==> src/hdl/ist_pkg.sv <==
`default_nettype none
package ist_pkg;

  // per-cycle state costs
  localparam logic [7:0] COST_ONCHIP_MEM = 8'h02;
  localparam logic [7:0] COST_INTERNAL   = 8'h01;
  localparam logic [7:0] COST_FETCH_MOD  = 8'h06;
  localparam logic [7:0] COST_FETCH_EXT  = 8'h06;
  localparam logic [7:0] COST_BYTE_MOD   = 8'h03;
  localparam logic [7:0] COST_BYTE_EXT   = 8'h03;
  localparam logic [7:0] COST_WORD_MOD   = 8'h06;
  localparam logic [7:0] COST_WORD_EXT   = 8'h06;

  // per-instruction cycle counts
  localparam logic [1:0] CNT_FETCH_REG    = 2'h1;
  localparam logic [1:0] CNT_FETCH_MEM    = 2'h2;
  localparam logic [1:0] CNT_FETCH_BRANCH = 2'h2;
  localparam logic [1:0] CNT_BYTE_TEST    = 2'h1;
  localparam logic [1:0] CNT_BYTE_CLEAR   = 2'h2;

  localparam int unsigned NUM_CYC = 6;

  typedef enum logic [1:0] {
    LOC_MEM = 2'h0,
    LOC_MOD = 2'h1,
    LOC_EXT = 2'h2
  } ist_loc_t;

  typedef enum logic [1:0] {
    OP_ALU_REG   = 2'h0,
    OP_BIT_TEST  = 2'h1,
    OP_BRANCH    = 2'h2,
    OP_BIT_CLEAR = 2'h3
  } ist_op_t;

  typedef enum logic [2:0] {
    CY_FETCH    = 3'h0,
    CY_BRADDR   = 3'h1,
    CY_STACK    = 3'h2,
    CY_BYTE     = 3'h3,
    CY_WORD     = 3'h4,
    CY_INTERNAL = 3'h5
  } ist_cyc_t;

  typedef enum logic [1:0] {
    S_IDLE = 2'b01,
    S_RUN  = 2'b10
  } ist_state_t;

  typedef logic [NUM_CYC-1:0][1:0] ist_cnt_t;

  typedef struct packed {
    ist_op_t    op;
    logic       memOperand;
    ist_loc_t   fetchLoc;
    ist_loc_t   stackLoc;
    ist_loc_t   dataLoc;
    logic [3:0] waitStates;
  } ist_req_t;

endpackage
`default_nettype wire

==> src/hdl/ist_state_timing.sv <==
// How it works
// - total states sum counts times costs
// - fetch costs 2, 6, 6+2m states
// - byte access costs 2, 3 or 3+m
// - word access costs 2, 6 or 6+2m
// - internal operation always one state
// - m equals inserted external wait states
// - register ALU ops: one fetch only
// - bit test: 1 fetch, or 2+byte
// - short branches take exactly two fetches
// - bit clear memory: 2 fetch, read, write
`timescale 1ns/1ps
`default_nettype none
module ist_state_timing (
  // clock and reset
  input  wire logic              clk_sys,
  input  wire logic              reset_n,
  // request
  input  wire logic              reqValid,
  input  wire ist_pkg::ist_req_t req,
  output logic                   reqReady,
  // progress
  output logic                   busy,
  output ist_pkg::ist_cyc_t      cycleType,
  output logic                   dataWrite,
  output logic                   done,
  output logic [7:0]             totalStates
);
  import ist_pkg::*;

  function automatic ist_loc_t cycle_loc(ist_cyc_t c, ist_req_t r);
    ist_loc_t l;
    l = r.fetchLoc;
    if (c == CY_STACK) begin
      l = r.stackLoc;
    end else if (c == CY_BYTE || c == CY_WORD) begin
      l = r.dataLoc;
    end
    return l;
  endfunction

  function automatic logic [7:0] cycle_cost(ist_cyc_t c, ist_req_t r);
    logic [7:0] m1;
    logic [7:0] cost;
    ist_loc_t   loc;
    m1   = {4'h0, r.waitStates};
    loc  = cycle_loc(c, r);
    cost = COST_ONCHIP_MEM;
    if (c == CY_INTERNAL) begin
      cost = COST_INTERNAL;
    end else if (c == CY_BYTE) begin
      if (loc == LOC_MOD) begin
        cost = COST_BYTE_MOD;
      end else if (loc == LOC_EXT) begin
        cost = COST_BYTE_EXT + m1;
      end
    end else if (c == CY_WORD) begin
      if (loc == LOC_MOD) begin
        cost = COST_WORD_MOD;
      end else if (loc == LOC_EXT) begin
        cost = COST_WORD_EXT + (m1 << 1);
      end
    end else begin
      // fetch, branch address read and stack share one table
      if (loc == LOC_MOD) begin
        cost = COST_FETCH_MOD;
      end else if (loc == LOC_EXT) begin
        cost = COST_FETCH_EXT + (m1 << 1);
      end
    end
    return cost;
  endfunction

  function automatic ist_cnt_t op_counts(ist_req_t r);
    ist_cnt_t n;
    n = '0;
    case (r.op)
      OP_ALU_REG: begin
        n[CY_FETCH] = CNT_FETCH_REG;
      end
      OP_BIT_TEST: begin
        n[CY_FETCH] = r.memOperand ? CNT_FETCH_MEM : CNT_FETCH_REG;
        n[CY_BYTE]  = r.memOperand ? CNT_BYTE_TEST : 2'h0;
      end
      OP_BRANCH: begin
        n[CY_FETCH] = CNT_FETCH_BRANCH;
      end
      default: begin
        n[CY_FETCH] = r.memOperand ? CNT_FETCH_MEM : CNT_FETCH_REG;
        n[CY_BYTE]  = r.memOperand ? CNT_BYTE_CLEAR : 2'h0;
      end
    endcase
    return n;
  endfunction

  function automatic logic [7:0] total_of(ist_req_t r);
    ist_cnt_t   n;
    logic [7:0] sum;
    logic [7:0] c;
    n   = op_counts(r);
    sum = 8'h00;
    for (int i = 0; i < NUM_CYC; i++) begin
      c   = cycle_cost(ist_cyc_t'(3'(i)), r);
      sum = sum + (n[i][0] ? c : 8'h00) + (n[i][1] ? (c << 1) : 8'h00);
    end
    return sum;
  endfunction

  function automatic ist_cyc_t first_cyc(ist_cnt_t n);
    ist_cyc_t t;
    t = CY_INTERNAL;
    for (int i = NUM_CYC - 1; i >= 0; i--) begin
      if (n[i] != 2'h0) begin
        t = ist_cyc_t'(3'(i));
      end
    end
    return t;
  endfunction

  ist_state_t state_r;
  ist_req_t   req_r;
  ist_cnt_t   cnt_r;
  logic [7:0] stateLeft_r;
  logic       reqReady_r;
  logic       busy_r;
  ist_cyc_t   cycleType_r;
  logic       dataWrite_r;
  logic       done_r;
  logic [7:0] totalStates_r;

  logic       start;
  logic       cycEnd;
  logic       moreCyc;
  ist_req_t   srcReq;
  ist_cnt_t   srcCnt;
  ist_cnt_t   decCnt;
  ist_cyc_t   selType;
  logic [7:0] selCost;

  assign start   = reqValid && state_r == S_IDLE;
  assign cycEnd  = state_r == S_RUN && stateLeft_r == 8'h01;
  assign moreCyc = |cnt_r;
  assign srcReq  = start ? req : req_r;
  assign srcCnt  = start ? op_counts(req) : cnt_r;
  assign selType = first_cyc(srcCnt);
  assign selCost = cycle_cost(selType, srcReq);

  always_comb begin
    decCnt          = srcCnt;
    decCnt[selType] = srcCnt[selType] - 2'h1;
  end

  // sequencer
  always_ff @(posedge clk_sys or negedge reset_n) begin
    if (!reset_n) begin
      state_r <= S_IDLE;
    end else begin
      case (state_r)
        S_IDLE: begin
          if (reqValid) begin
            state_r <= S_RUN;
          end
        end
        S_RUN: begin
          if (cycEnd && !moreCyc) begin
            state_r <= S_IDLE;
          end
        end
        default: begin
          state_r <= S_IDLE;
        end
      endcase
    end
  end

  // cycle walk: one state per clock
  always_ff @(posedge clk_sys or negedge reset_n) begin
    if (!reset_n) begin
      req_r       <= '0;
      cnt_r       <= '0;
      stateLeft_r <= 8'h00;
      cycleType_r <= CY_FETCH;
      dataWrite_r <= 1'b0;
    end else if (start || (cycEnd && moreCyc)) begin
      req_r       <= srcReq;
      cnt_r       <= decCnt;
      stateLeft_r <= selCost;
      cycleType_r <= selType;
      // second byte access of a memory bit clear writes back
      dataWrite_r <= selType == CY_BYTE && srcReq.op == OP_BIT_CLEAR
                     && srcCnt[CY_BYTE] == 2'h1;
    end else if (state_r == S_RUN && stateLeft_r != 8'h00) begin
      stateLeft_r <= stateLeft_r - 8'h01;
      if (cycEnd) begin
        dataWrite_r <= 1'b0;
      end
    end
  end

  // status outputs
  always_ff @(posedge clk_sys or negedge reset_n) begin
    if (!reset_n) begin
      reqReady_r    <= 1'b1;
      busy_r        <= 1'b0;
      done_r        <= 1'b0;
      totalStates_r <= 8'h00;
    end else begin
      done_r <= cycEnd && !moreCyc;
      if (start) begin
        reqReady_r    <= 1'b0;
        busy_r        <= 1'b1;
        totalStates_r <= total_of(req);
      end else if (cycEnd && !moreCyc) begin
        reqReady_r <= 1'b1;
        busy_r     <= 1'b0;
      end
    end
  end

  assign reqReady    = reqReady_r;
  assign busy        = busy_r;
  assign cycleType   = cycleType_r;
  assign dataWrite   = dataWrite_r;
  assign done        = done_r;
  assign totalStates = totalStates_r;

  // checking helpers
  logic [7:0] elapsed_r;
  logic [7:0] cycLen_r;
  ist_cnt_t   seen_r;
  logic       cycStart_r;

  always_ff @(posedge clk_sys or negedge reset_n) begin
    if (!reset_n) begin
      elapsed_r  <= 8'h00;
      cycLen_r   <= 8'h00;
      seen_r     <= '0;
      cycStart_r <= 1'b0;
    end else begin
      cycStart_r <= start || (cycEnd && moreCyc);
      if (start) begin
        elapsed_r <= 8'h00;
        seen_r    <= '0;
      end else if (busy_r) begin
        elapsed_r <= elapsed_r + 8'h01;
      end
      if (cycEnd) begin
        seen_r[cycleType_r] <= seen_r[cycleType_r] + 2'h1;
      end
      cycLen_r <= (start || cycEnd) ? 8'h00 : cycLen_r + 8'h01;
    end
  end
endmodule
`default_nettype wire

==> config.mk <==
export PLATFORM = sky130hd
export DESIGN_NAME = ist_state_timing
export DESIGN_NICKNAME = d
export VERILOG_FILES = /design/src/hdl/ist_pkg.sv /design/src/hdl/ist_state_timing.sv
export SDC_FILE = /design/constraint.sdc
export NUM_CORES = 1
export LEC_CHECK = 0
export BUFFER_PORTS_ARGS = -buffer_cell sky130_fd_sc_hd__buf_2
export CAP_MARGIN = 5
export CORE_ASPECT_RATIO = 0.9
export CORE_UTILIZATION = 55
export DETAILED_ROUTE_END_ITERATION = 7
export PLACE_DENSITY = 0.76
export SYNTH_ARGS = -nofsm -noshare
export SYNTH_HDL_FRONTEND = slang
export SYNTH_SLANG_ARGS = --single-unit
==> constraint.sdc <==
create_clock -name clk_sys -period 2.58 [get_ports clk_sys]
set_clock_uncertainty 0.05 [all_clocks]
set_input_delay 0.516 -clock clk_sys [delete_from_list [all_inputs] [get_ports clk_sys]]
set_output_delay 0.516 -clock clk_sys [all_outputs]
set_load 0.005 [all_outputs]
Yosys cells after proc, flatten, opt, wreduce, memory -nomap -nowiden. Index checks and enable logic that the tools add are counted.

Logic and storage cells: 126. Output and inout port bits: 15. Register bits: 50. Bits of input ports: 16.

Multiplexer cells: 50. Reductions and logical operators: 26. Magnitude comparators: 2. $add $sub $neg: 9. Eq/ne operators: 19.

Operators with widths (count): $mux W8 (10); $add A8 B8 Y8 (3); $mux W6 (4); $mux W2 (11); $mux W5 (4); $reduce_bool A2 Y1 (8); $mux W13 (1); $add A3 B5 Y6 const A (2); $bwmux W12 (1); $eq A2 B1 Y1 const B (6); $eq A2 B2 Y1 const B (6); $mux W12 (1); $mux W3 (4); $pmux W2 S2 (3); $reduce_or A12 Y1 (1); $add A2 B4 Y5 const A (2); $mux W1 (9); $eq A8 B1 Y1 const B (1); $logic_and A1 B1 Y1 (8); $reduce_bool A8 Y1 (1); $sub A8 B1 Y8 const B (1); $bmux W2 S3 (1); $demux W2 S3 (1); $eq A3 B2 Y1 const B (2); 11 further kinds (15).

Depth between registers and ports, before layout. Gate-level depths: netlist of run 1.

Depth after elaboration: 20. Mapped depth: 17.

Least setup slack after synthesis of run 1. OpenSTA, ideal clock, no wires.

Kind: input to register. Start point: in req[0] in the netlist's numbering. End point: reg totalStates_r[6] (netlist: totalStates[6]). Stages on the path: 12. Path slack: -860 ps. Arrival: 3255 ps. Buffers on the path: 0. Library setup time: 135 ps. Cell sequence: inv_1 -> ha_1 -> or2_2 -> or2_2 -> fa_1 -> fa_1 -> inv_1 -> ha_1 -> a21o_1 -> a21oi_1 -> xor2_1 -> o21ai_0.

Cells in the longest elaborated chain, start to end: 8.

Ends and longest elaborated chain: from (decl) (RTL line ist_state_timing.sv:20) `input wire ist_pkg::ist_req_t req,`; $add A3 B5 Y6; $mux W6 (RTL line ist_state_timing.sv:67) `end else if (loc == LOC_EXT) begin`; $mux W6 (RTL line ist_state_timing.sv:65) `if (loc == LOC_MOD) begin`; $mux W8 (RTL line ist_state_timing.sv:209) `if (start) begin`; $mux W8 (RTL line ist_state_timing.sv:104) `sum = sum + (n[i][0] ? c : 8'h00) + (n[i][1] ? (c << 1) : 8'h00);`; $add A8 B8 Y8 (2 in series) (RTL line ist_state_timing.sv:104); $add A8 B8 Y8 (*) (RTL line ist_state_timing.sv:104); to (signal assigned) (RTL line ist_state_timing.sv:212) `totalStates_r <= total_of(req);`; to (decl) (RTL line ist_state_timing.sv:129) `logic [7:0] totalStates_r;`.

Mark *: on every way between the ends. The rest lies on a longest branch, timed or not. The select of a mux whose other input is x is not followed. A chain may end at the register's enable or synchronous reset.

Final worst setup path of run 1.
Start point: in req[0] in the netlist's numbering. End point: reg totalStates_r[7] (netlist: totalStates[7]).

Same word-level chain as after synthesis.

==> results by group, run 1 <==
Worst setup path
  • Setup crit start: req[0]
  • R2R depth: 7
  • Crit-path slowest cell: fa_1
  • Crit-path max cell delay: 0.49 ns
  • Critical path, cell by cell: buf_12 > inv_8 > ha_4 > inv_2 > a21oi_2 > nor2_1 > fa_1 > inv_2 > fa_1 > inv_1 > ha_2 > inv_2 > fa_2 > inv_1 > a21o_1 > a21oi_2 > xor2_1 > o21ai_1
  • Critical Path RT: 2.77 ns
  • FF-to-FF Start: state_r[0]
  • R2R Setup Slk: 0.21 ns
  • Critical path fanouts, max: 3
  • Critical setup path kind: in -> reg
  • WP data arrival: 3.23 ns
  • Crit path top cell by count: inv_2
  • Crit path capture: totalStates[7]
  • Setup crit end kind: flip-flop
  • Reg2reg end: cnt_r[5]
  • Startpoint Class: input port

Placed design
  • Final GP Congestion: 0.918
  • IO Port Bufs: 30
  • Pre-CTS setup slack: -0.886 ns
  • Placed Cells: 496
  • DP Wirelength: 5940 µm

STA
  • Setup TNS: -1.52 ns
  • Final setup vio count: 4
  • Final hold viol count: 0
  • Max-slew violation count: 0
  • RSZ-0062 raised after global routing: true
  • F_max: 329 MHz
  • Worst Tran Pin Value: 0.665 ns
  • Relative slew slack: 55.3%
  • Final worst slack: -0.455 ns
  • Final min period: 3.04 ns
  • Period Utilization, post-route: 118%

Floorplan
  • Die Y-Extent: 73.8 µm
  • Cell Rows: 25
  • Die W: 81.8 µm
  • Initial Utilization: 58.6%
  • Full die area: 6040 µm²
  • Ports: 31
  • Core footprint: 5380 µm²

Yosys
  • Warnings, synthesis: 0
  • Largest family of logic cells by synthesized area: simple AND/OR/NAND/NOR gates
  • Post-Synthesis Cell Area: 3150 µm²
  • Synth async-reset ratio: 100%
  • Syn Nets: 394
  • Most frequent cells after synthesis: nand2_1, dfrtp_1, nor2_1, inv_1, a21oi_1
  • Mux cell area share after synthesis: 1.67%
  • Syn_area_per_cell: 8.78 µm²
  • Post-synthesis sequential area ratio: 39.0%
  • Leading area contributor after synthesis: dfrtp_1
  • Adder-cell share of the synthesized area: 9.69%
  • Post-synth top area share: 37.3%
  • Synth Area in Simple Gates: 23.0%
  • Mapped Cells: 359
  • FF+latch count, synth: 49
  • Compound-gate portion of the synthesized area: 17.5%
  • Area contributors post-synth: dfrtp_1, nand2_1, fa_1
  • Yosys cell types: 55
  • Most frequent cell after synthesis: nand2_1
  • Post-synth EDFFs: 0
  • Synth Area in XOR/XNOR: 4.45%
  • Predominant post-synthesis flop cell: dfrtp_1

Route
  • Routed length per instance: 15.6 µm
  • Detailed Route WL: 7910 µm
  • DRC viols: 0
  • Vias/cell: 5.80
  • Final ANT Viol Nets: 0
  • Initial DRC Count: 257
  • Via count: 2946
  • First-pass DRT Iterations: 5

Power and ir drop
  • Logic pwr share: 48.1%
  • Clock Power Share: 17.0%
  • Final Power: 3.42 mW
  • Leak: 1.93 nW
  • Sw frac: 41.5%
  • Cell Pwr Density: 851 nW/µm²
  • Int Power: 2.00 mW
  • Share of power burned in registers: 34.8%
  • Net switching power figure: 1.42 mW
  • Maximum vdd drop: 0.000655 V

Outcome
  • Status: complete, but fails checks
  • Violated checks: negative setup slack

Global route
  • Number of global-route vias before repair: 2845
  • First-pass GRT wire length: 13100 µm
  • GR Overflow Total: 0
  • Initial antenna violation count: 0
  • GRT Overall Usage: 28.9%
  • Largest net degree at the start of global routing: 35

Clock network
  • Clk buf depth: 2
  • CTS H-tree lvls: 2
  • Hold Buf Count CTS: 0
  • Total CTS buffers: 5
  • TritonCTS clock tree: done
  • Clock slew at reported path FFs: 0.10 ns
  • Clock sink count: 49
  • Worst-Skew Late Latency: 0.31 ns
  • Root buf cell: clkbuf_8

Cells and area
  • Final core occ: 74.8%
  • Area growth syn-to-layout: 27.7%
  • Fill cell count: 399
  • Non-filler cells, final: 508
  • Fraction of final layout cells with drive strength greater than 1: 30.2%
  • Post-layout nets: 475
  • Number of inserted diodes: 0

Worst hold path
  • Hold crit path type: in -> async

Job
  • Total of max-cap violations: 0
[area by class of cell]
cell class | instances | area, µm² | share of cell area [%]
Clock buffer | 5 | 68.8 | 1.71
Clock inverter | 3 | 47.5 | 1.18
Inverter | 26 | 110 | 2.74
Multi-Input combinational cell | 273 | 1880 | 46.8
Sequential cell | 49 | 1230 | 30.5
Tap cell | 67 | 83.8 | 2.08
Timing Repair Buffer | 85 | 603 | 15.0
[state kept, by name (all words and copies together), names as in the netlist]
| register | flops |
|---|---|
| cnt_r | 12 |
| req_r | 12 |
| stateLeft_r | 8 |
| totalStates | 8 |
| cycleType | 3 |
| state_r | 2 |
| busy | 1 |
| dataWrite | 1 |
| done | 1 |
| reqReady | 1 |
[layout by cell type, fill, tap and decap left out, drive strengths merged, types with 4 or more instances in the layout]
cell and n:
o21ai 25, and3 5, xnor2 8, fa 9, dfrtp 47, nor2 35, nand2b 4, nor4 6
nor2b 4, inv 28, a21o 7, a21oi 23, a211oi 4, clkbuf 6, a31oi 7, xor2 8
o211ai 4, nor3 7, buf 84, nand2 62, nand3 8, ha 10
[power groups by stage]
stage	Combinational (mW)	Sequential (mW)	Clock, mW
global route	1.82	1.22	0.628
global placement	1.53	1.19	0
floorplan	1.13	1.14	0
detailed placement	1.59	1.20	0
finish	1.65	1.19	0.582
CTS	1.61	1.19	0.592
[cell families (layout without fill, tap and decap cells)]
kind of cell | Yosys count | in the layout
and+or+nand+nor | 148 | 148
AOI/OAI and AO/OA | 85 | 85
DFF | 49 | 49
buffers and inverters | 37 | 119
adders and majority gates | 19 | 19
xor gates and xnor gates | 16 | 16
muxes | 5 | 5
[repair_timing]
action / 4_1_cts / 5_1_grt
gates resized for setup: 12 / 19
buffers inserted: 2 / 2
endpoints found under the setup margin: 4 / 4
pin swaps: 9 / 10
[how the worst min path moves through the flow]
stage,cells past startpoint,endpoint,start
after CTS,1,cnt_r[8],reset_n
after global routing,1,busy,reset_n
after floorplan,0,busy,reset_n
after global placement,1,done,reset_n
final,1,done,reset_n
after detailed placement,1,cnt_r[8],reset_n
[critical path: cells and delay by family]
family	cells	cell delay (ns)
AOI/OAI and AO/OA	4	0.43
xor gates and xnor gates	1	0.15
buffers and inverters	7	0.36
adders and majority gates	5	1.70
and+or+nand+nor	1	0.07
[stage by stage]
stage	instance area, µm²	hold WS [ns]
after floorplan	3200	0.170
final	4020	0.0395
after detailed placement	3770	0.402
after CTS	3940	0.0523
after global routing	4020	0.0584
after global placement	3770	0.386
[layer usage]
layer | vias to the layer above | GRT usage (%) | part of all wire [%]
met5 | - | 0 | 0
met4 | 0 | 7.60 | 1.7
met3 | 14 | 5.96 | 5.5
met2 | 102 | 46.4 | 48
met1 | 1426 | 39.6 | 45
li1 | 1404 | - | -
Note: power is estimated with default switching activity, not from simulation.
==> run 2: changes to the inputs <==
--- a/config.mk
+++ b/config.mk
@@ -5,6 +5,7 @@
 export SDC_FILE = /design/constraint.sdc
 export NUM_CORES = 1
 export LEC_CHECK = 0
+export ABC_AREA = 1
 export BUFFER_PORTS_ARGS = -buffer_cell sky130_fd_sc_hd__buf_2
 export CAP_MARGIN = 5
 export CORE_ASPECT_RATIO = 0.9
==> run 2 against run 1 <==
The flow still finishes with violations (negative setup slack). Worst hold slack gained 0.24 ns. Via count increased by 16%. Combinational power rose by 91%. Worst setup slack improved by 0.015 ns. Register-to-register slack got worse by 0.13 ns. Largest power group unchanged. Total power up 42%. Critical endpoint unchanged. Count of clock-buffer cells in the layout grew 1. Cell count grew 21%. Sequential cell count unchanged. Critical path depth is 1 lower. Clock power shrank 19%. Sequential share of layout area decreased by 2.8 points.
==> results by group, run 2 <==
Global route
  • First-pass GRT wire length: 15000 µm (was 13100 µm)
  • GRT Overall Usage: 29.0% (was 28.9%)
  • Number of global-route vias before repair: 3274 (was 2845)
  • GR Overflow Total: 0 (unchanged)
  • Largest net degree at the start of global routing: 42 (was 35)
  • Initial antenna violation count: 0 (unchanged)

Clock network
  • Hold Buf Count CTS: 0 (unchanged)
  • Clock slew at reported path FFs: 0.10 ns (about the same)
  • Worst-Skew Late Latency: 0.31 ns (about the same)
  • Total CTS buffers: 5 (unchanged)
  • Root buf cell: clkbuf_8 (unchanged)
  • Clock sink count: 49 (unchanged)
  • TritonCTS clock tree: done (unchanged)
  • CTS H-tree lvls: 2 (unchanged)
  • Clk buf depth: 2 (unchanged)

Power and ir drop
  • Sw frac: 49.3% (was 41.5%)
  • Share of power burned in registers: 25.6% (was 34.8%)
  • Logic pwr share: 64.7% (was 48.1%)
  • Maximum vdd drop: 0.000840 V (was 0.000655 V)
  • Clock Power Share: 9.7% (was 17.0%)
  • Leak: 2.30 nW (was 1.93 nW)
  • Int Power: 2.46 mW (was 2.00 mW)
  • Net switching power figure: 2.40 mW (was 1.42 mW)
  • Cell Pwr Density: 1100 nW/µm² (was 851 nW/µm²)

Cells and area
  • Non-filler cells, final: 613 (was 508)
  • Number of inserted diodes: 0 (unchanged)
  • Largest registers: cnt_r: 12 flops, req_r: 12 flops (unchanged)
  • Most common cell after layout, fill and taps aside: nand2_1 (unchanged)
  • Most frequent cells in the layout: nand2_1, inv_1, buf_4, dfrtp_1, nor2_1 (was nand2_1, buf_4, dfrtp_1, nor2_1, buf_2)
  • Area growth syn-to-layout: 29.9% (was 27.7%)
  • Fraction of final layout cells with drive strength greater than 1: 33.1% (was 30.2%)
  • Post-layout nets: 578 (was 475)
  • Post-route cell area: 4430 µm² (was 4020 µm²)
  • Final core occ: 76.0% (was 74.8%)

STA
  • Period Utilization, post-route: 117% (was 118%)
  • F_max: 331 MHz (was 329 MHz)
  • Setup TNS: -1.43 ns (was -1.52 ns)
  • Relative slew slack: 40.3% (was 55.3%)
  • RSZ-0062 raised after global routing: true (unchanged)
  • Worst Tran Pin Value: 0.895 ns (was 0.665 ns)
  • Final worst slack: -0.440 ns (was -0.455 ns)
  • Final setup vio count: 4 (unchanged)
  • Final hold viol count: 0 (unchanged)
  • Max-slew violation count: 0 (unchanged)
  • Final min period: 3.02 ns (was 3.04 ns)

Route
  • Vias/cell: 5.56 (was 5.80)
  • Routed length per instance: 14.9 µm (was 15.6 µm)
  • Initial DRC Count: 235 (was 257)
  • Detailed Route WL: 9150 µm (was 7910 µm)
  • DRC viols: 0 (unchanged)
  • Via count: 3408 (was 2946)
  • First-pass DRT Iterations: 6 (was 5)
  • Final ANT Viol Nets: 0 (unchanged)

Yosys
  • Leading area contributor after synthesis: dfrtp_1 (unchanged)
  • Warnings, synthesis: 0 (unchanged)
  • FF+latch count, synth: 49 (unchanged)
  • Predominant post-synthesis flop cell: dfrtp_1 (unchanged)
  • Post-synth top area share: 34.5% (was 37.3%)
  • Post-synthesis sequential area ratio: 36.0% (was 39.0%)
  • Synth async-reset ratio: 100% (unchanged)
  • Syn Nets: 488 (was 394)
  • Most frequent cell after synthesis: nand2_1 (unchanged)
  • Post-Synthesis Cell Area: 3410 µm² (was 3150 µm²)
  • Area contributors post-synth: dfrtp_1, nand2_1, inv_1 (was dfrtp_1, nand2_1, fa_1)
  • Mapped Cells: 453 (was 359)
  • Yosys cell types: 39 (was 55)
  • Syn_area_per_cell: 7.53 µm² (was 8.78 µm²)
  • Most frequent cells after synthesis: nand2_1, inv_1, dfrtp_1, o21ai_0, nor2_1 (was nand2_1, dfrtp_1, nor2_1, inv_1, a21oi_1)
  • Post-synth EDFFs: 0 (unchanged)

Worst setup path
  • Startpoint Class: input port (unchanged)
  • Critical path fanouts, max: 3 (unchanged)
  • Critical Path RT: 2.71 ns (was 2.77 ns)
  • Setup crit end kind: flip-flop (unchanged)
  • Critical setup path kind: in -> reg (unchanged)
  • R2R depth: 17 (was 7)
  • WP data arrival: 3.15 ns (was 3.23 ns)

Floorplan
  • Core footprint: 5820 µm² (was 5380 µm²)
  • Full die area: 6520 µm² (was 6040 µm²)
  • Die Y-Extent: 76.7 µm (was 73.8 µm)
  • Ports: 31 (unchanged)
  • Die W: 85.0 µm (was 81.8 µm)
  • Initial Utilization: 58.6% (about the same)
  • Cell Rows: 26 (was 25)

Worst hold path
  • Hold crit path type: in -> async (unchanged)

Outcome
  • Status: complete, but fails checks (unchanged)
  • Violated checks: negative setup slack (unchanged)

Placed design
  • DP Wirelength: 6650 µm (was 5940 µm)
  • Placed instance area: 4040 µm² (was 3770 µm²)
  • IO Port Bufs: 30 (unchanged)
  • Placed Cells: 593 (was 496)
  • Final GP Congestion: 0.997 (was 0.918)

Job
  • Total of max-cap violations: 0 (unchanged)
## run 2: cell types whose count changed in the layout (fill, tap and decap cells not counted), moves of 8 or more
| cell | previous run | this run |
|---|---|---|
| inv_1 | 20 | 61 |
| nand2_1 | 58 | 99 |
| o21ai_0 | 12 | 31 |
| nand3_1 | 7 | 25 |
| inv_2 | 4 | 12 |
## run 2: worst paths after layout
kind	slack (ns)	to	start
setup / recovery	-0.44	totalStates[7]	req[0]
hold / removal	0.28	cnt_r[2]	reset_n
setup reg to reg	0.08	cnt_r[9]	state_r[0]
hold reg to reg	0.42	busy	busy
max in group asynchronous	1.51	req_r[9]	reset_n
min in group clk_sys	0.42	busy	busy
## run 2: power groups by stage
stage	logic [mW]	registers, mW	clock network (mW)
after floorplan	2.00	1.21	0
after global placement	2.64	1.23	0
after detailed placement	2.72	1.25	0
after CTS	2.77	1.23	0.471
after global routing	3.46	1.27	0.505
final	3.15	1.24	0.472
## run 2: repair_timing
item                                    in CTS  in global routing
pin swaps                                   11                 14
resized for setup                            9                 37
endpoints found under the setup margin       6                 16
buffers inserted                             2                 11
## run 2: layer usage
metal	wire length (µm)	GRT usage (%)
met1	3800	37.3
met2	4490	49.2
met3	703	6.35
met4	154	8.47
met5	0	0
## run 2: cells by family (layout without fill, tap and decap cells)
group | after synthesis | in the layout | share of synthesized area (%)
multiplexers | 1 | 1 | 0.294
buffers and inverters | 85 | 175 | 10.3
adder cells (fa/ha/maj) | 19 | 19 | 8.95
AO/OA/AOI/OAI | 66 | 66 | 10.4
flip-flops | 49 | 49 | 36.0
AND/OR/NAND/NOR | 224 | 224 | 31.6
XOR/XNOR | 9 | 9 | 2.31
## run 2: final cells by class
type,count,area (µm²)
Timing Repair Buffer,93,689
Multi-Input combinational cell,319,2030
Tap cell,70,87.6
Clock buffer,6,82.6
Clock inverter,1,7.51
Sequential cell,49,1230
Fill cell,415,1400
Inverter,75,307
## run 2: worst max-delay path: stages
cell and delay (ns):
buf_12 0.09, inv_12 0.03, ha_4 0.25, or2_4 0.10
o21ai_2 0.05, nand2_1 0.07, inv_2 0.05, fa_1 0.54
inv_1 0.05, fa_1 0.44, inv_2 0.08, ha_4 0.12
inv_2 0.03, fa_2 0.36, o21ai_2 0.15, xnor2_1 0.14
o21ai_1 0.09
## run 2: metrics by stage
stage / hold slack [ns] / power (mW) / worst slack [ns]
floorplan: 0.170 / 3.22 / -0.557
global placement: 0.399 / 3.87 / -0.813
detailed placement: 0.403 / 3.97 / -0.925
CTS: 0.321 / 4.47 / -0.445
global route: 0.371 / 5.24 / -0.562
finish: 0.283 / 4.86 / -0.440
==> run 3: changes to the inputs <==
--- a/config.mk
+++ b/config.mk
@@ -15,3 +15,4 @@
 export SYNTH_ARGS = -nofsm -noshare
 export SYNTH_HDL_FRONTEND = slang
 export SYNTH_SLANG_ARGS = --single-unit
+export TNS_END_PERCENT = 50
==> run 3 against run 2 <==
The flow still finishes with violations (negative setup slack). Critical path depth fell by 1. Cell count rose by 0.82%. Sequential power barely moved. Global-route usage fell by 1.9 points. Total power fell by 3.2%. Count of clock-buffer cells in the layout rose by 1. Sequential cell count did not move. Non-clock buffer count rose by 5. Wire length fell by 9.9%. Combinational power fell by 4%. Critical endpoint unchanged.
==> results by group, run 3 (synthesis gave the netlist of run 2 again) <==
Outcome
  • Status: complete, but fails checks (unchanged)
  • Violated checks: negative setup slack (unchanged)

Worst setup path
  • Startpoint Class: input port (unchanged)
  • Reg2reg end: cnt_r[3] (was cnt_r[9])
  • Crit-path max cell delay: 0.45 ns (was 0.54 ns)
  • R2R Setup Slk: 0.11 ns (was 0.08 ns)
  • Critical setup path kind: in -> reg (unchanged)
  • Delay-heaviest family, CP: adder cells (unchanged)
  • Critical path fanouts, max: 3 (unchanged)
  • CP Buf/Inv Count: 6 (unchanged)
  • R2R depth: 17 (unchanged)
  • Crit path top cell by count: inv_1 (was inv_2)
  • Critical path, cell by cell: buf_12 > inv_12 > ha_4 > xnor2_2 > inv_1 > nor3_2 > fa_1 > inv_1 > fa_1 > inv_1 > ha_2 > inv_2 > fa_2 > o21ai_2 > xnor2_1 > o21ai_1 (was buf_12 > inv_12 > ha_4 > or2_4 > o21ai_2 > nand2_1 > inv_2 > fa_1 > inv_1 > fa_1 > inv_2 > ha_4 > inv_2 > fa_2 > o21ai_2 > xnor2_1 > o21ai_1)
  • Setup crit end kind: flip-flop (unchanged)
  • Crit-path slowest cell: fa_1 (unchanged)
  • WP data arrival: 3.16 ns (was 3.15 ns)
  • Setup crit start: req[0] (unchanged)
  • FF-to-FF Start: state_r[0] (unchanged)
  • Critical Path RT: 2.72 ns (was 2.71 ns)

Worst hold path
  • Hold_sp: busy
  • Hold crit path type: reg -> reg (was in -> async)
  • Worst hold path endpoint: busy
  • Hold Crit Depth: 2

Cells and area
  • Most common cell after layout, fill and taps aside: nand2_1 (unchanged)
  • Fill cell count: 407 (was 415)
  • Largest registers: cnt_r: 12 flops, req_r: 12 flops (unchanged)
  • Non-filler cells, final: 618 (was 613)
  • Post-layout nets: 583 (was 578)
  • FF+latch area: 1230 µm² (unchanged)
  • Number of inserted diodes: 0 (unchanged)
  • Fraction of final layout cells with drive strength greater than 1: 32.1% (was 33.1%)
  • Area growth syn-to-layout: 28.2% (was 29.9%)
  • Final core occ: 75.1% (was 76.0%)
  • Multi-input gate area: 1960 µm² (was 2030 µm²)
  • Most frequent cells in the layout: nand2_1, inv_1, buf_4, dfrtp_1 (was nand2_1, inv_1, buf_4, dfrtp_1, nor2_1)

Clock network
  • Clock slew at reported path FFs: 0.08 ns (was 0.10 ns)
  • CTS H-tree lvls: 2 (unchanged)
  • Clock sink count: 49 (unchanged)
  • Total CTS buffers: 5 (unchanged)
  • Worst-Skew Late Latency: 0.30 ns (was 0.31 ns)
  • TritonCTS clock tree: done (unchanged)
  • Root buf cell: clkbuf_8 (unchanged)
  • Clk buf depth: 2 (unchanged)

STA
  • Relative slew slack: 61.3% (was 40.3%)
  • RSZ-0062 raised after global routing: true (unchanged)
  • Final setup vio count: 4 (unchanged)
  • Max-slew violation count: 0 (unchanged)
  • Worst Tran Pin Value: 0.581 ns (was 0.895 ns)
  • Final min period: 3.02 ns (about the same)
  • Period Utilization, post-route: 117% (about the same)
  • Setup TNS: -1.54 ns (was -1.43 ns)
  • F_max: 331 MHz (about the same)
  • Final hold viol count: 0 (unchanged)
  • Final worst slack: -0.441 ns (was -0.440 ns)

Global route
  • Largest net degree at the start of global routing: 46 (was 42)
  • First-pass GRT wire length: 14200 µm (was 15000 µm)
  • GR Overflow Total: 0 (unchanged)
  • Number of global-route vias before repair: 3144 (was 3274)
  • Initial antenna violation count: 0 (unchanged)
  • GRT Overall Usage: 27.1% (was 29.0%)

Route
  • DRC viols: 0 (unchanged)
  • Final ANT Viol Nets: 0 (unchanged)
  • Vias/cell: 5.29 (was 5.56)
  • First-pass DRT Iterations: 5 (was 6)
  • Routed length per instance: 13.3 µm (was 14.9 µm)
  • Via count: 3271 (was 3408)
  • Initial DRC Count: 273 (was 235)
  • Detailed Route WL: 8240 µm (was 9150 µm)

Floorplan
  • Die W: 85.0 µm (unchanged)
  • Full die area: 6520 µm² (unchanged)
  • Ports: 31 (unchanged)
  • Initial Utilization: 58.6% (unchanged)
  • Core footprint: 5820 µm² (unchanged)
  • Cell Rows: 26 (unchanged)
  • Die Y-Extent: 76.7 µm (unchanged)

Placed design
  • Final GP Congestion: 0.994 (was 0.997)
  • IO Port Bufs: 30 (unchanged)
  • Placed Cells: 595 (was 593)
  • DP Wirelength: 6350 µm (was 6650 µm)

Power and ir drop
  • Leak: 2.31 nW (was 2.30 nW)
  • Maximum vdd drop: 0.000922 V (was 0.000840 V)
  • Cell Pwr Density: 1080 nW/µm² (was 1100 nW/µm²)

Job
  • Total of max-cap violations: 0 (unchanged)
run 3: changes by cell type in the layout (fill, tap and decap cells not counted), moves of 2 or more:
cell,delta
buf_4,+5
buf_6,-2
nand2_4,-2
nor2_2,+4
nor2_4,-4
buf_2,+2
inv_2,-5
a21oi_2,+2
inv_1,+5
run 3: worst reg2reg max path, cell delays in order (launching register included):
cell     delay, ns
dfstp_2       0.58
nand2_2       0.07
nor2_4        0.18
nand2_2       0.10
nand2_4       0.10
inv_2         0.07
nand3_2       0.07
nand2_2       0.09
nand2_2       0.12
nand2_4       0.07
nand2_4       0.12
nor2_2        0.06
nor3_2        0.16
nand3_1       0.12
nand2_1       0.09
nand2_2       0.11
nor2_1        0.13
o21ai_1       0.07
run 3: area by class of cell:
class                   instances  area share, %
clock buffers                   7           1.98
inverters                      75           7.01
multi-input cells             319           44.8
flip-flops and latches         49           28.1
well taps                      70           2.00
repair buffers                 98           16.1
run 3: per-layer routing:
metal | up-vias | track usage (%) | wire, µm
li1 | 1626 | - | -
met1 | 1533 | 38.2 | 3910
met2 | 100 | 44.5 | 3850
met3 | 12 | 3.88 | 406
met4 | 0 | 6.27 | 85
met5 | - | 0 | 0
run 3: worst max path at each step:
stage / to / cells after the start / slack, ns
after floorplan: totalStates[7] / 15 / -0.58
after global placement: totalStates[7] / 17 / -0.84
after detailed placement: totalStates[7] / 16 / -0.96
after CTS: totalStates[7] / 17 / -0.47
after global routing: totalStates[7] / 16 / -0.54
final: totalStates[7] / 16 / -0.44
run 3: per-stage QoR:
step | worst slack [ns] | cell area (µm²) | power, mW | hold slack (ns)
floorplan | -0.584 | 3490 | 3.21 | 0.170
global placement | -0.837 | 4040 | 3.89 | 0.279
detailed placement | -0.958 | 4040 | 3.98 | 0.281
CTS | -0.467 | 4180 | 4.45 | 0.426
global route | -0.540 | 4370 | 5.12 | 0.463
finish | -0.441 | 4370 | 4.71 | 0.424
run 3: timing repair:
item,CTS,global route
hold buffers,1,0
gates resized for setup,7,21
buffers inserted,2,13
hold endpoints to repair,4,0
pin swaps,10,14
endpoints found under the setup margin,5,17
run 3: power breakdown:
group	leakage, nW	switching [mW]	total (mW)	internal (mW)
clock network	0.0443	0.246	0.460	0.213
logic	1.66	1.84	3.01	1.16
registers	0.607	0.171	1.24	1.07
total	2.31	2.26	4.71	2.45
